$ cat src/rtl/fsp_pkg.sv
package fsp_pkg;

	// ----------------------------------------
	// register offsets (special function register space)
	// ----------------------------------------
	localparam logic [7:0] OFS_DATA = 8'he2;   // flash_data
	localparam logic [7:0] OFS_ADDR_HIGH = 8'he3;   // flash_addr_high
	localparam logic [7:0] OFS_ADDR_LOW = 8'he4;   // flash_addr_low
	localparam logic [7:0] OFS_MODE = 8'he5;   // flash_op_mode
	localparam logic [7:0] OFS_CMD = 8'he6;   // flash_trigger_command
	localparam logic [7:0] OFS_CTRL = 8'he7;   // self_prog_control

	// ----------------------------------------
	// field positions and reset values
	// ----------------------------------------
	localparam int CTRL_ENABLE_BIT = 7;
	localparam int CTRL_BOOT_SEL_BIT = 6;
	localparam int CTRL_SOFT_RST_BIT = 5;
	localparam logic [7:0] RST_CTRL = 8'h00;
	localparam logic [7:0] RST_DATA = 8'h00;
	localparam logic [7:0] RST_ADDR = 8'h00;
	localparam logic [2:0] RST_MODE = 3'h0;
	localparam logic [7:0] CTRL_RD_MASK = 8'he7;   // bits 4..3 read as zero

	// ----------------------------------------
	// trigger key and modes
	// ----------------------------------------
	localparam logic [7:0] KEY_FIRST = 8'h46;
	localparam logic [7:0] KEY_SECOND = 8'hb9;

	typedef enum logic [2:0] {
		MODE_STANDBY = 3'b000,
		MODE_READ = 3'b001,
		MODE_PROGRAM = 3'b010,
		MODE_ERASE = 3'b011
	} fsp_mode_t;

	// ----------------------------------------
	// memory layout
	// ----------------------------------------
	localparam logic [15:0] PAGE_MASK = 16'hfe00;   // 512-byte pages
	localparam logic [15:0] LAST_DATA_ADDR = 16'hf7ff;   // last byte of the data region, just below loader memory
	localparam logic [15:0] DATA_REGION_START = 16'hf000;   // first byte of the data region
	localparam logic [15:0] LOADER_START = 16'hf800;   // loader memory start offset
	localparam logic [15:0] FLASH_BYTES_M1 = 16'hffff;

	// ----------------------------------------
	// timing: base flash busy times per operation
	// ----------------------------------------
	localparam int CLK_PERIOD_NS = 8;
	localparam int READ_TIME_NS = 80;
	localparam int PROG_TIME_NS = 800;
	localparam int ERASE_TIME_NS = 3200;
	localparam int READ_CYC = (READ_TIME_NS + CLK_PERIOD_NS - 1) / CLK_PERIOD_NS;
	localparam int PROG_CYC = (PROG_TIME_NS + CLK_PERIOD_NS - 1) / CLK_PERIOD_NS;
	localparam int ERASE_CYC = (ERASE_TIME_NS + CLK_PERIOD_NS - 1) / CLK_PERIOD_NS;

	// ----------------------------------------
	// carriers
	// ----------------------------------------
	typedef struct packed {
		logic wr;
		logic rd;
		logic [7:0] addr;
		logic [7:0] wdata;
	} fsp_sfr_req_t;

	typedef struct packed {
		logic rd;
		logic wr;
		logic [15:0] addr;
		logic [7:0] wdata;
	} fsp_flash_req_t;

	typedef enum logic [2:0] {
		ST_IDLE = 3'b000,
		ST_START = 3'b001,
		ST_ERASE = 3'b010,
		ST_RUN = 3'b011,
		ST_DONE = 3'b100
	} fsp_state_t;

endpackage

$ cat src/rtl/fsp_ctrl.sv
`timescale 1ns/100ps
module fsp_ctrl
	import fsp_pkg::*;
(
	// clock, reset, enable
	input wire logic clk,
	input wire logic rst,
	input wire logic ce,
	// special function register port
	input wire fsp_sfr_req_t sfr,
	output logic [7:0] sfr_rdata,
	// cpu context
	input wire logic cpu_in_loader,
	input wire logic [15:0] cpu_pc,
	output logic [15:0] fetch_addr,
	output logic cpu_stall,
	output logic irq_hold,
	// boot and reset
	input wire logic power_up,
	input wire logic hw_boot_select,
	input wire logic hw_boot_select_alt,
	output logic boot_loader,
	output logic soft_reset,
	// voltage guard
	input wire logic low_voltage_write_guard,
	input wire logic supply_low,
	// flash array port
	output fsp_flash_req_t flash,
	input wire logic [7:0] flash_rdata
);

	// ----------------------------------------
	// registers
	// ----------------------------------------
	logic [7:0] self_prog_control;   // enable, boot select, timing
	logic [2:0] flash_op_mode;   // operation select
	logic [7:0] flash_addr_high;
	logic [7:0] flash_addr_low;
	logic [7:0] flash_data;
	fsp_state_t state;
	logic [15:0] cur_addr;   // walks the page on erase
	logic [2:0] op;   // latched mode
	logic trig;
	logic tmr_busy;
	logic tmr_start;

	// ----------------------------------------
	// decode
	// ----------------------------------------
	wire wr_ctrl = sfr.wr && (sfr.addr == OFS_CTRL);
	wire wr_mode = sfr.wr && (sfr.addr == OFS_MODE);
	wire wr_ah = sfr.wr && (sfr.addr == OFS_ADDR_HIGH);
	wire wr_al = sfr.wr && (sfr.addr == OFS_ADDR_LOW);
	wire wr_data = sfr.wr && (sfr.addr == OFS_DATA);
	wire wr_cmd = sfr.wr && (sfr.addr == OFS_CMD);
	wire [15:0] tgt = {flash_addr_high, flash_addr_low};
	wire ena = self_prog_control[CTRL_ENABLE_BIT];
	wire [2:0] timing = self_prog_control[2:0];
	// application code reaches only the data region; the loader reaches up to its end
	wire addr_ok = (tgt <= LAST_DATA_ADDR) && (cpu_in_loader || tgt >= DATA_REGION_START);
	wire is_write = (flash_op_mode == MODE_PROGRAM) || (flash_op_mode == MODE_ERASE);
	wire volt_block = low_voltage_write_guard && supply_low && is_write;
	wire mode_ok = (flash_op_mode != MODE_STANDBY) && !flash_op_mode[2];
	wire go = trig && ena && addr_ok && mode_ok && !volt_block;
	// slower oscillators need fewer cycles; scale by shifting down with the timing band
	wire [15:0] base_len = (flash_op_mode == MODE_READ) ? 16'(READ_CYC) :
		(flash_op_mode == MODE_PROGRAM) ? 16'(PROG_CYC) : 16'(ERASE_CYC);
	wire [15:0] scaled_len = base_len >> timing;
	wire [15:0] op_len = (scaled_len == 16'h0000) ? 16'h0001 : scaled_len;
	// erase walks the page offset and wraps back to the base after the last byte
	wire [15:0] next_in_page = (cur_addr & PAGE_MASK) | ((cur_addr + 16'h0001) & ~PAGE_MASK);
	wire page_wrapped = (cur_addr & ~PAGE_MASK) == 16'h0000;
	wire [7:0] rd_mux = (sfr.addr == OFS_CTRL) ? (self_prog_control & CTRL_RD_MASK) :
		(sfr.addr == OFS_MODE) ? {5'h00, flash_op_mode} :
		(sfr.addr == OFS_ADDR_HIGH) ? flash_addr_high :
		(sfr.addr == OFS_ADDR_LOW) ? flash_addr_low :
		(sfr.addr == OFS_DATA) ? flash_data : 8'h00;   // command register reads zero
	wire boot_pick = hw_boot_select || hw_boot_select_alt;
	wire sr_fire = wr_ctrl && sfr.wdata[CTRL_SOFT_RST_BIT];
	wire [15:0] next_fetch = cpu_in_loader ? (cpu_pc + LOADER_START) : cpu_pc;
	wire next_stall = go || (state != ST_IDLE && state != ST_DONE);

	// ----------------------------------------
	// key sequencer and busy timer
	// ----------------------------------------
	fsp_unlock u_unlock (
		.clk(clk),
		.rst(rst),
		.ce(ce),
		.cmd_wr(wr_cmd),
		.cmd_data(sfr.wdata),
		.trig(trig)
	);

	assign tmr_start = (state == ST_START) || (state == ST_ERASE && !tmr_busy && !page_wrapped);

	fsp_timer u_timer (
		.clk(clk),
		.rst(rst),
		.ce(ce),
		.start(tmr_start),
		.len(op_len),
		.busy(tmr_busy)
	);

	// ----------------------------------------
	// register writes; writes are ignored while an operation runs
	// ----------------------------------------
	always_ff @(posedge clk or posedge rst) begin
		if (rst) begin
			self_prog_control <= RST_CTRL;
			flash_op_mode <= RST_MODE;
			flash_addr_high <= RST_ADDR;
			flash_addr_low <= RST_ADDR;
		end else if (ce && state == ST_IDLE) begin
			if (wr_ctrl) begin
				// soft reset bit self-clears
				self_prog_control <= sfr.wdata & ~(8'h01 << CTRL_SOFT_RST_BIT);
			end
			if (wr_mode) begin
				flash_op_mode <= sfr.wdata[2:0];
			end
			if (wr_ah) begin
				flash_addr_high <= sfr.wdata;
			end
			if (wr_al) begin
				flash_addr_low <= sfr.wdata;
			end
		end
	end

	// ----------------------------------------
	// data register: cpu writes, read result capture
	// ----------------------------------------
	always_ff @(posedge clk or posedge rst) begin
		if (rst) begin
			flash_data <= RST_DATA;
		end else if (ce) begin
			if (state == ST_RUN && !tmr_busy && op == MODE_READ) begin
				flash_data <= flash_rdata;
			end else if (wr_data && state == ST_IDLE) begin
				flash_data <= sfr.wdata;
			end
		end
	end

	// ----------------------------------------
	// operation sequencer
	// ----------------------------------------
	always_ff @(posedge clk or posedge rst) begin
		if (rst) begin
			state <= ST_IDLE;
			cur_addr <= 16'h0000;
			op <= RST_MODE;
		end else if (ce) begin
			case (state)
				ST_IDLE: begin
					if (go) begin
						op <= flash_op_mode;
						// erase starts at the page base whatever low bits were loaded
						cur_addr <= (flash_op_mode == MODE_ERASE) ? (tgt & PAGE_MASK) : tgt;
						state <= ST_START;
					end
				end
				ST_START: begin
					state <= (op == MODE_ERASE) ? ST_ERASE : ST_RUN;
					if (op == MODE_ERASE) begin
						// the page base byte is written in this slot
						cur_addr <= next_in_page;
					end
				end
				ST_ERASE: begin
					// one timed slot per byte of the 512-byte page; the wrap marks the end
					if (!tmr_busy && page_wrapped) begin
						state <= ST_DONE;
					end else if (tmr_start) begin
						cur_addr <= next_in_page;
					end
				end
				ST_RUN: begin
					if (!tmr_busy) begin
						state <= ST_DONE;
					end
				end
				ST_DONE: begin
					state <= ST_IDLE;
				end
				default: begin
					state <= ST_IDLE;
				end
			endcase
		end
	end

	// ----------------------------------------
	// flash strobes and cpu side outputs
	// ----------------------------------------
	always_ff @(posedge clk or posedge rst) begin
		if (rst) begin
			flash <= '0;
			sfr_rdata <= 8'h00;
			cpu_stall <= 1'b0;
			irq_hold <= 1'b0;
			fetch_addr <= 16'h0000;
		end else if (ce) begin
			flash.rd <= (state == ST_START) && (op == MODE_READ);
			flash.wr <= ((state == ST_START) && (op == MODE_PROGRAM)) || (tmr_start && (op == MODE_ERASE));
			flash.addr <= (state == ST_ERASE) ? cur_addr : cur_addr;
			flash.wdata <= (op == MODE_ERASE) ? 8'hff : flash_data;
			sfr_rdata <= rd_mux;
			cpu_stall <= next_stall;
			irq_hold <= next_stall;
			fetch_addr <= next_fetch;
		end
	end

	// ----------------------------------------
	// boot region and software reset
	// ----------------------------------------
	always_ff @(posedge clk or posedge rst) begin
		if (rst) begin
			boot_loader <= 1'b0;
			soft_reset <= 1'b0;
		end else if (ce) begin
			soft_reset <= sr_fire && state == ST_IDLE;
			if (power_up) begin
				boot_loader <= boot_pick;
			end else if (sr_fire && state == ST_IDLE) begin
				boot_loader <= sfr.wdata[CTRL_BOOT_SEL_BIT];
			end
		end
	end
endmodule

$ cat src/rtl/fsp_unlock.sv
`timescale 1ns/100ps
module fsp_unlock
	import fsp_pkg::*;
(
	// clock and reset
	input wire logic clk,
	input wire logic rst,
	input wire logic ce,
	// command writes
	input wire logic cmd_wr,
	input wire logic [7:0] cmd_data,
	// one-cycle trigger when the two-write key is complete
	output logic trig
);

	logic armed;   // first key byte seen

	// ----------------------------------------
	// key sequencer
	// ----------------------------------------
	// any stray write drops the half-finished key, so a lone second byte never fires
	always_ff @(posedge clk or posedge rst) begin
		if (rst) begin
			armed <= 1'b0;
			trig <= 1'b0;
		end else if (ce) begin
			trig <= cmd_wr && armed && (cmd_data == KEY_SECOND);
			if (cmd_wr) begin
				armed <= !armed && (cmd_data == KEY_FIRST);
			end
		end
	end

endmodule

$ cat src/rtl/fsp_timer.sv
`timescale 1ns/100ps
module fsp_timer
	import fsp_pkg::*;
(
	// clock and reset
	input wire logic clk,
	input wire logic rst,
	input wire logic ce,
	// start with a length in cycles
	input wire logic start,
	input wire logic [15:0] len,
	// level high while counting
	output logic busy
);

	logic [15:0] cnt;   // remaining cycles

	// ----------------------------------------
	// down counter
	// ----------------------------------------
	always_ff @(posedge clk or posedge rst) begin
		if (rst) begin
			cnt <= 16'h0000;
			busy <= 1'b0;
		end else if (ce) begin
			if (start) begin
				cnt <= len;
				busy <= 1'b1;
			end else if (cnt > 16'h0001) begin
				cnt <= cnt - 16'h0001;
			end else begin
				cnt <= 16'h0000;
				busy <= 1'b0;
			end
		end
	end

endmodule

$ cat config.mk
export PLATFORM = sky130hd
export DESIGN_NAME = fsp_ctrl
export DESIGN_NICKNAME = d
export VERILOG_FILES = /design/src/rtl/fsp_pkg.sv /design/src/rtl/fsp_ctrl.sv /design/src/rtl/fsp_unlock.sv /design/src/rtl/fsp_timer.sv
export SDC_FILE = /design/constraint.sdc
export NUM_CORES = 1
export LEC_CHECK = 0
export BUFFER_PORTS_ARGS = -buffer_cell sky130_fd_sc_hd__buf_4
export CORE_AREA = 2 2 118 120
export DETAILED_ROUTE_END_ITERATION = 6
export DIE_AREA = 0 0 120 122
export GPL_TIMING_DRIVEN = 0
export PLACE_DENSITY = 0.75
export SYNTH_ARGS = -nofsm -noshare
export SYNTH_HDL_FRONTEND = slang
export SYNTH_SLANG_ARGS = --single-unit
export TNS_END_PERCENT = 30
$ cat constraint.sdc
create_clock -name clk -period 6.6 [get_ports clk]
set_input_delay 0.33 -clock clk [delete_from_list [all_inputs] [get_ports clk]]
set_output_delay 0.33 -clock clk [all_outputs]
set_load 0.03 [all_outputs]
==> impl_metrics.ini <==
[floorplanning]
dieArea_um2 = 14640
start_util_pct = 48.84
die_x_um = 120
rows = 43
core_um2 = 13500
io_pins = 105
die_y_um = 122

[run_status]
outcome = completed

[power_and_ir_drop]
leakage_nw = 3.803
vdd_drop_max_mv = 0.2439
power.density_nw_per_um2 = 320.6

[worst_hold_path]
hold_path_class = in2reg
hp-start = cpu_pc[3]

[grt]
grt_pass1_wl_mm = 28.70
first_global_vias = 5617
track_usage_pct = 25.37
overflow = 0
antenna_found_initial = 0
grt_max_degree = 80

[detailed_routing]
drt-met1-wl_mm = 7.707
drt_pass1_iterations = 5
route.met3.wl_mm = 1.269
top_layer = met4
routed-via-count = 5593
vias_per_cell = 5.944
wl_per_cell_um = 19.10
drtIter0Drc = 448
final_antenna_net_count = 0
drc = 0
met2_length_mm = 8.656
drt-total-wl_mm = 17.98

[clocking]
clk_latency_ns = 0.42
clk_path_buf_depth = 2
cts_tree = done
cts_inserted_buffers = 17
cts_root_buffer = clkbuf_16
cts.sinks = 126
clkSlewWorstSetupHoldPaths_ns = 0.06
htreeDepth = 4

[placed_design]
dp_hpwl_mm = 12.65
io_buffers = 103
gp_congestion = 0.9269

[critical_path]
critical_path_class = reg2reg
arrival_ns = 2.56
endpoint_kind = register
rr_startpoint = u_timer.cnt[0]
crit_start = u_timer.cnt[0]
crit_fanout = 5
crit_path_start_kind = register
worst_ep_required_time_ns = 6.90

[yosys]
netlist_area_um2 = 6595
netlist_top_cells_count = 126 x dfrtp_1, 63 x mux2_2, 50 x a21oi_1, 48 x nor2_1, 30 x nand2_1
synth.net_count = 680
yosysWarnings = 0
yosys.area.top_type = dfrtp_1
synthTopCellsByArea = dfrtp_1 48%, mux2_2 11%, a21oi_1 3.8%
synth_most_common_cell = dfrtp_1
seq_area_frac_synth_pct = 47.81
synth_top_area_share_pct = 47.81
syn-mean-instance-area_um2 = 10.57
synthCells = 624
async_flop_share_pct = 100.0
dominantRegCellSynth = dfrtp_1
synth_edf_count = 0
ys_types = 78
ys_ff_latch = 126

[sta]
fmax_mhz = 443.8
finalSetupViolCount = 0
slew_headroom_pct = 50.00
finalCriticalPeriod_ns = 2.253
finClkSkew_ns = 0.009388
worst_slew_pin_slew_ns = 0.7501
setup_tns_ns = 0
grt_setup_unrepaired = no
hold_violations = 0
fin_crit_sh_pct = 34.14
maxSlewViolCount = 0

[final_layout]
fillerInstances = 1096
drive_gt1_share_pct = 32.33
diodes = 0
syn_to_final_growth_pct = 25.73
fin_util_pct = 61.40
nets = 804
multi_input_area_um2 = 3156
seq_area_um2 = 3153

[run]
drv_cap = 0
## worst max-delay path, stage by stage (launching register included)
cell	delay (ns)
dfrtp_1	0.45
inv_1	0.11
ha_1	0.25
nor3b_1	0.47
nand3_1	0.21
o31ai_1	0.26
o21ai_0	0.13
a32o_1	0.27
## cells by family (layout without fill, tap and decap cells)
kind of cell / count (synthesis) / in the layout / synth area share, %
xor+xnor: 6 / 6 / 0.7968
buf+inv: 60 / 197 / 4.344
simple gates: 190 / 190 / 16.98
fa+ha+maj: 5 / 5 / 0.9486
flops: 126 / 126 / 47.81
compound gates: 157 / 157 / 15.78
mux: 80 / 80 / 13.34
## what timing repair did
item / in CTS / in global routing
gates resized for setup: 0 / 0
endpoints found under the hold margin: 47 / 0
hold buffers: 1 / 0
endpoints found under the setup margin: 0 / 0
buffers inserted: 0 / 0
## layout by cell type, fill, tap and decap left out, types with 5 or more instances in the layout
cell,synthesis,final
nand3_1,13,13
ha_1,5,5
buf_2,13,13
o31ai_1,6,6
and3_1,9,9
buf_4,4,107
nor2_1,48,48
a22oi_1,7,7
nor3_1,13,13
o22ai_1,6,6
nand2_1,30,30
nand4_1,9,9
nor4b_1,6,6
clkinv_4,0,5
a22o_1,6,6
mux2i_1,17,17
mux2_2,63,63
inv_1,18,17
bufinv_16,0,5
a21oi_1,50,50
clkbuf_16,0,17
o2bb2ai_1,5,5
dfrtp_1,126,126
nand2b_1,8,8
clkbuf_1,16,17
nor2b_1,7,7
o21ai_0,18,18
or3_1,5,5
xnor2_1,5,5
a31oi_1,18,18
## area by class of cell
cell class / count / share of cell area [%]
inverter: 19 / 0.9205
tap: 180 / 2.716
clock buffer: 19 / 5.342
buffer: 41 / 2.595
clock inverter: 13 / 2.565
timing repair buffer: 105 / 9.778
sequential: 126 / 38.03
multi-input combinational: 438 / 38.06
## where the power goes
group          internal (W)  total [W]  switching, W  leakage, nW
sequential         0.000883    0.00102      0.000133         1.61
combinational      0.000271   0.000609      0.000338         1.87
clock              0.000682    0.00103      0.000352        0.321
total               0.00184    0.00266      0.000822         3.80
## layer usage
metal,track usage (%),vias to the layer above
met5,0,-
met4,8.897,0
met3,6.835,39
met2,40.94,232
met1,33.07,2763
li1,-,2559
## path summary, 6_finish.rpt
check                                       end  slack, ns  cells after the start
worst max-delay path            u_timer.cnt[14]       4.35                      7
worst min-delay path              fetch_addr[3]       0.14                      2
worst max register to register  u_timer.cnt[14]       4.35                      7
worst min register to register       soft_reset       0.50                      1
max in group asynchronous        u_timer.cnt[2]       5.35                      4
min in group asynchronous           boot_loader       0.48                      3
## registers in the layout, indices dropped and copies added (netlist names), 3 cells and up
signal,flops
flash_addr_low,8
sfr_rdata,8
flash_op_mode,3
flash_data,8
fetch_addr,16
flash,26
op,3
self_prog_control,5
u_timer.cnt,16
cur_addr,16
state,3
flash_addr_high,8
## stage by stage
stage | total power, W | instances | area [µm²] | hold slack [ns] | setup WS (ns)
after floorplan | 0.001420 | 624 | 6595 | 0.4583 | 2.914
after global placement | 0.001600 | 907 | 7594 | 0.4781 | 1.561
after detailed placement | 0.001626 | 908 | 7626 | 0.3855 | 4.394
after CTS | 0.002666 | 941 | 8292 | 0.1272 | 4.325
after global routing | 0.002778 | 941 | 8292 | 0.1327 | 4.177
final | 0.002658 | 941 | 8292 | 0.1387 | 4.347
Power figures use the tool's default switching activity.
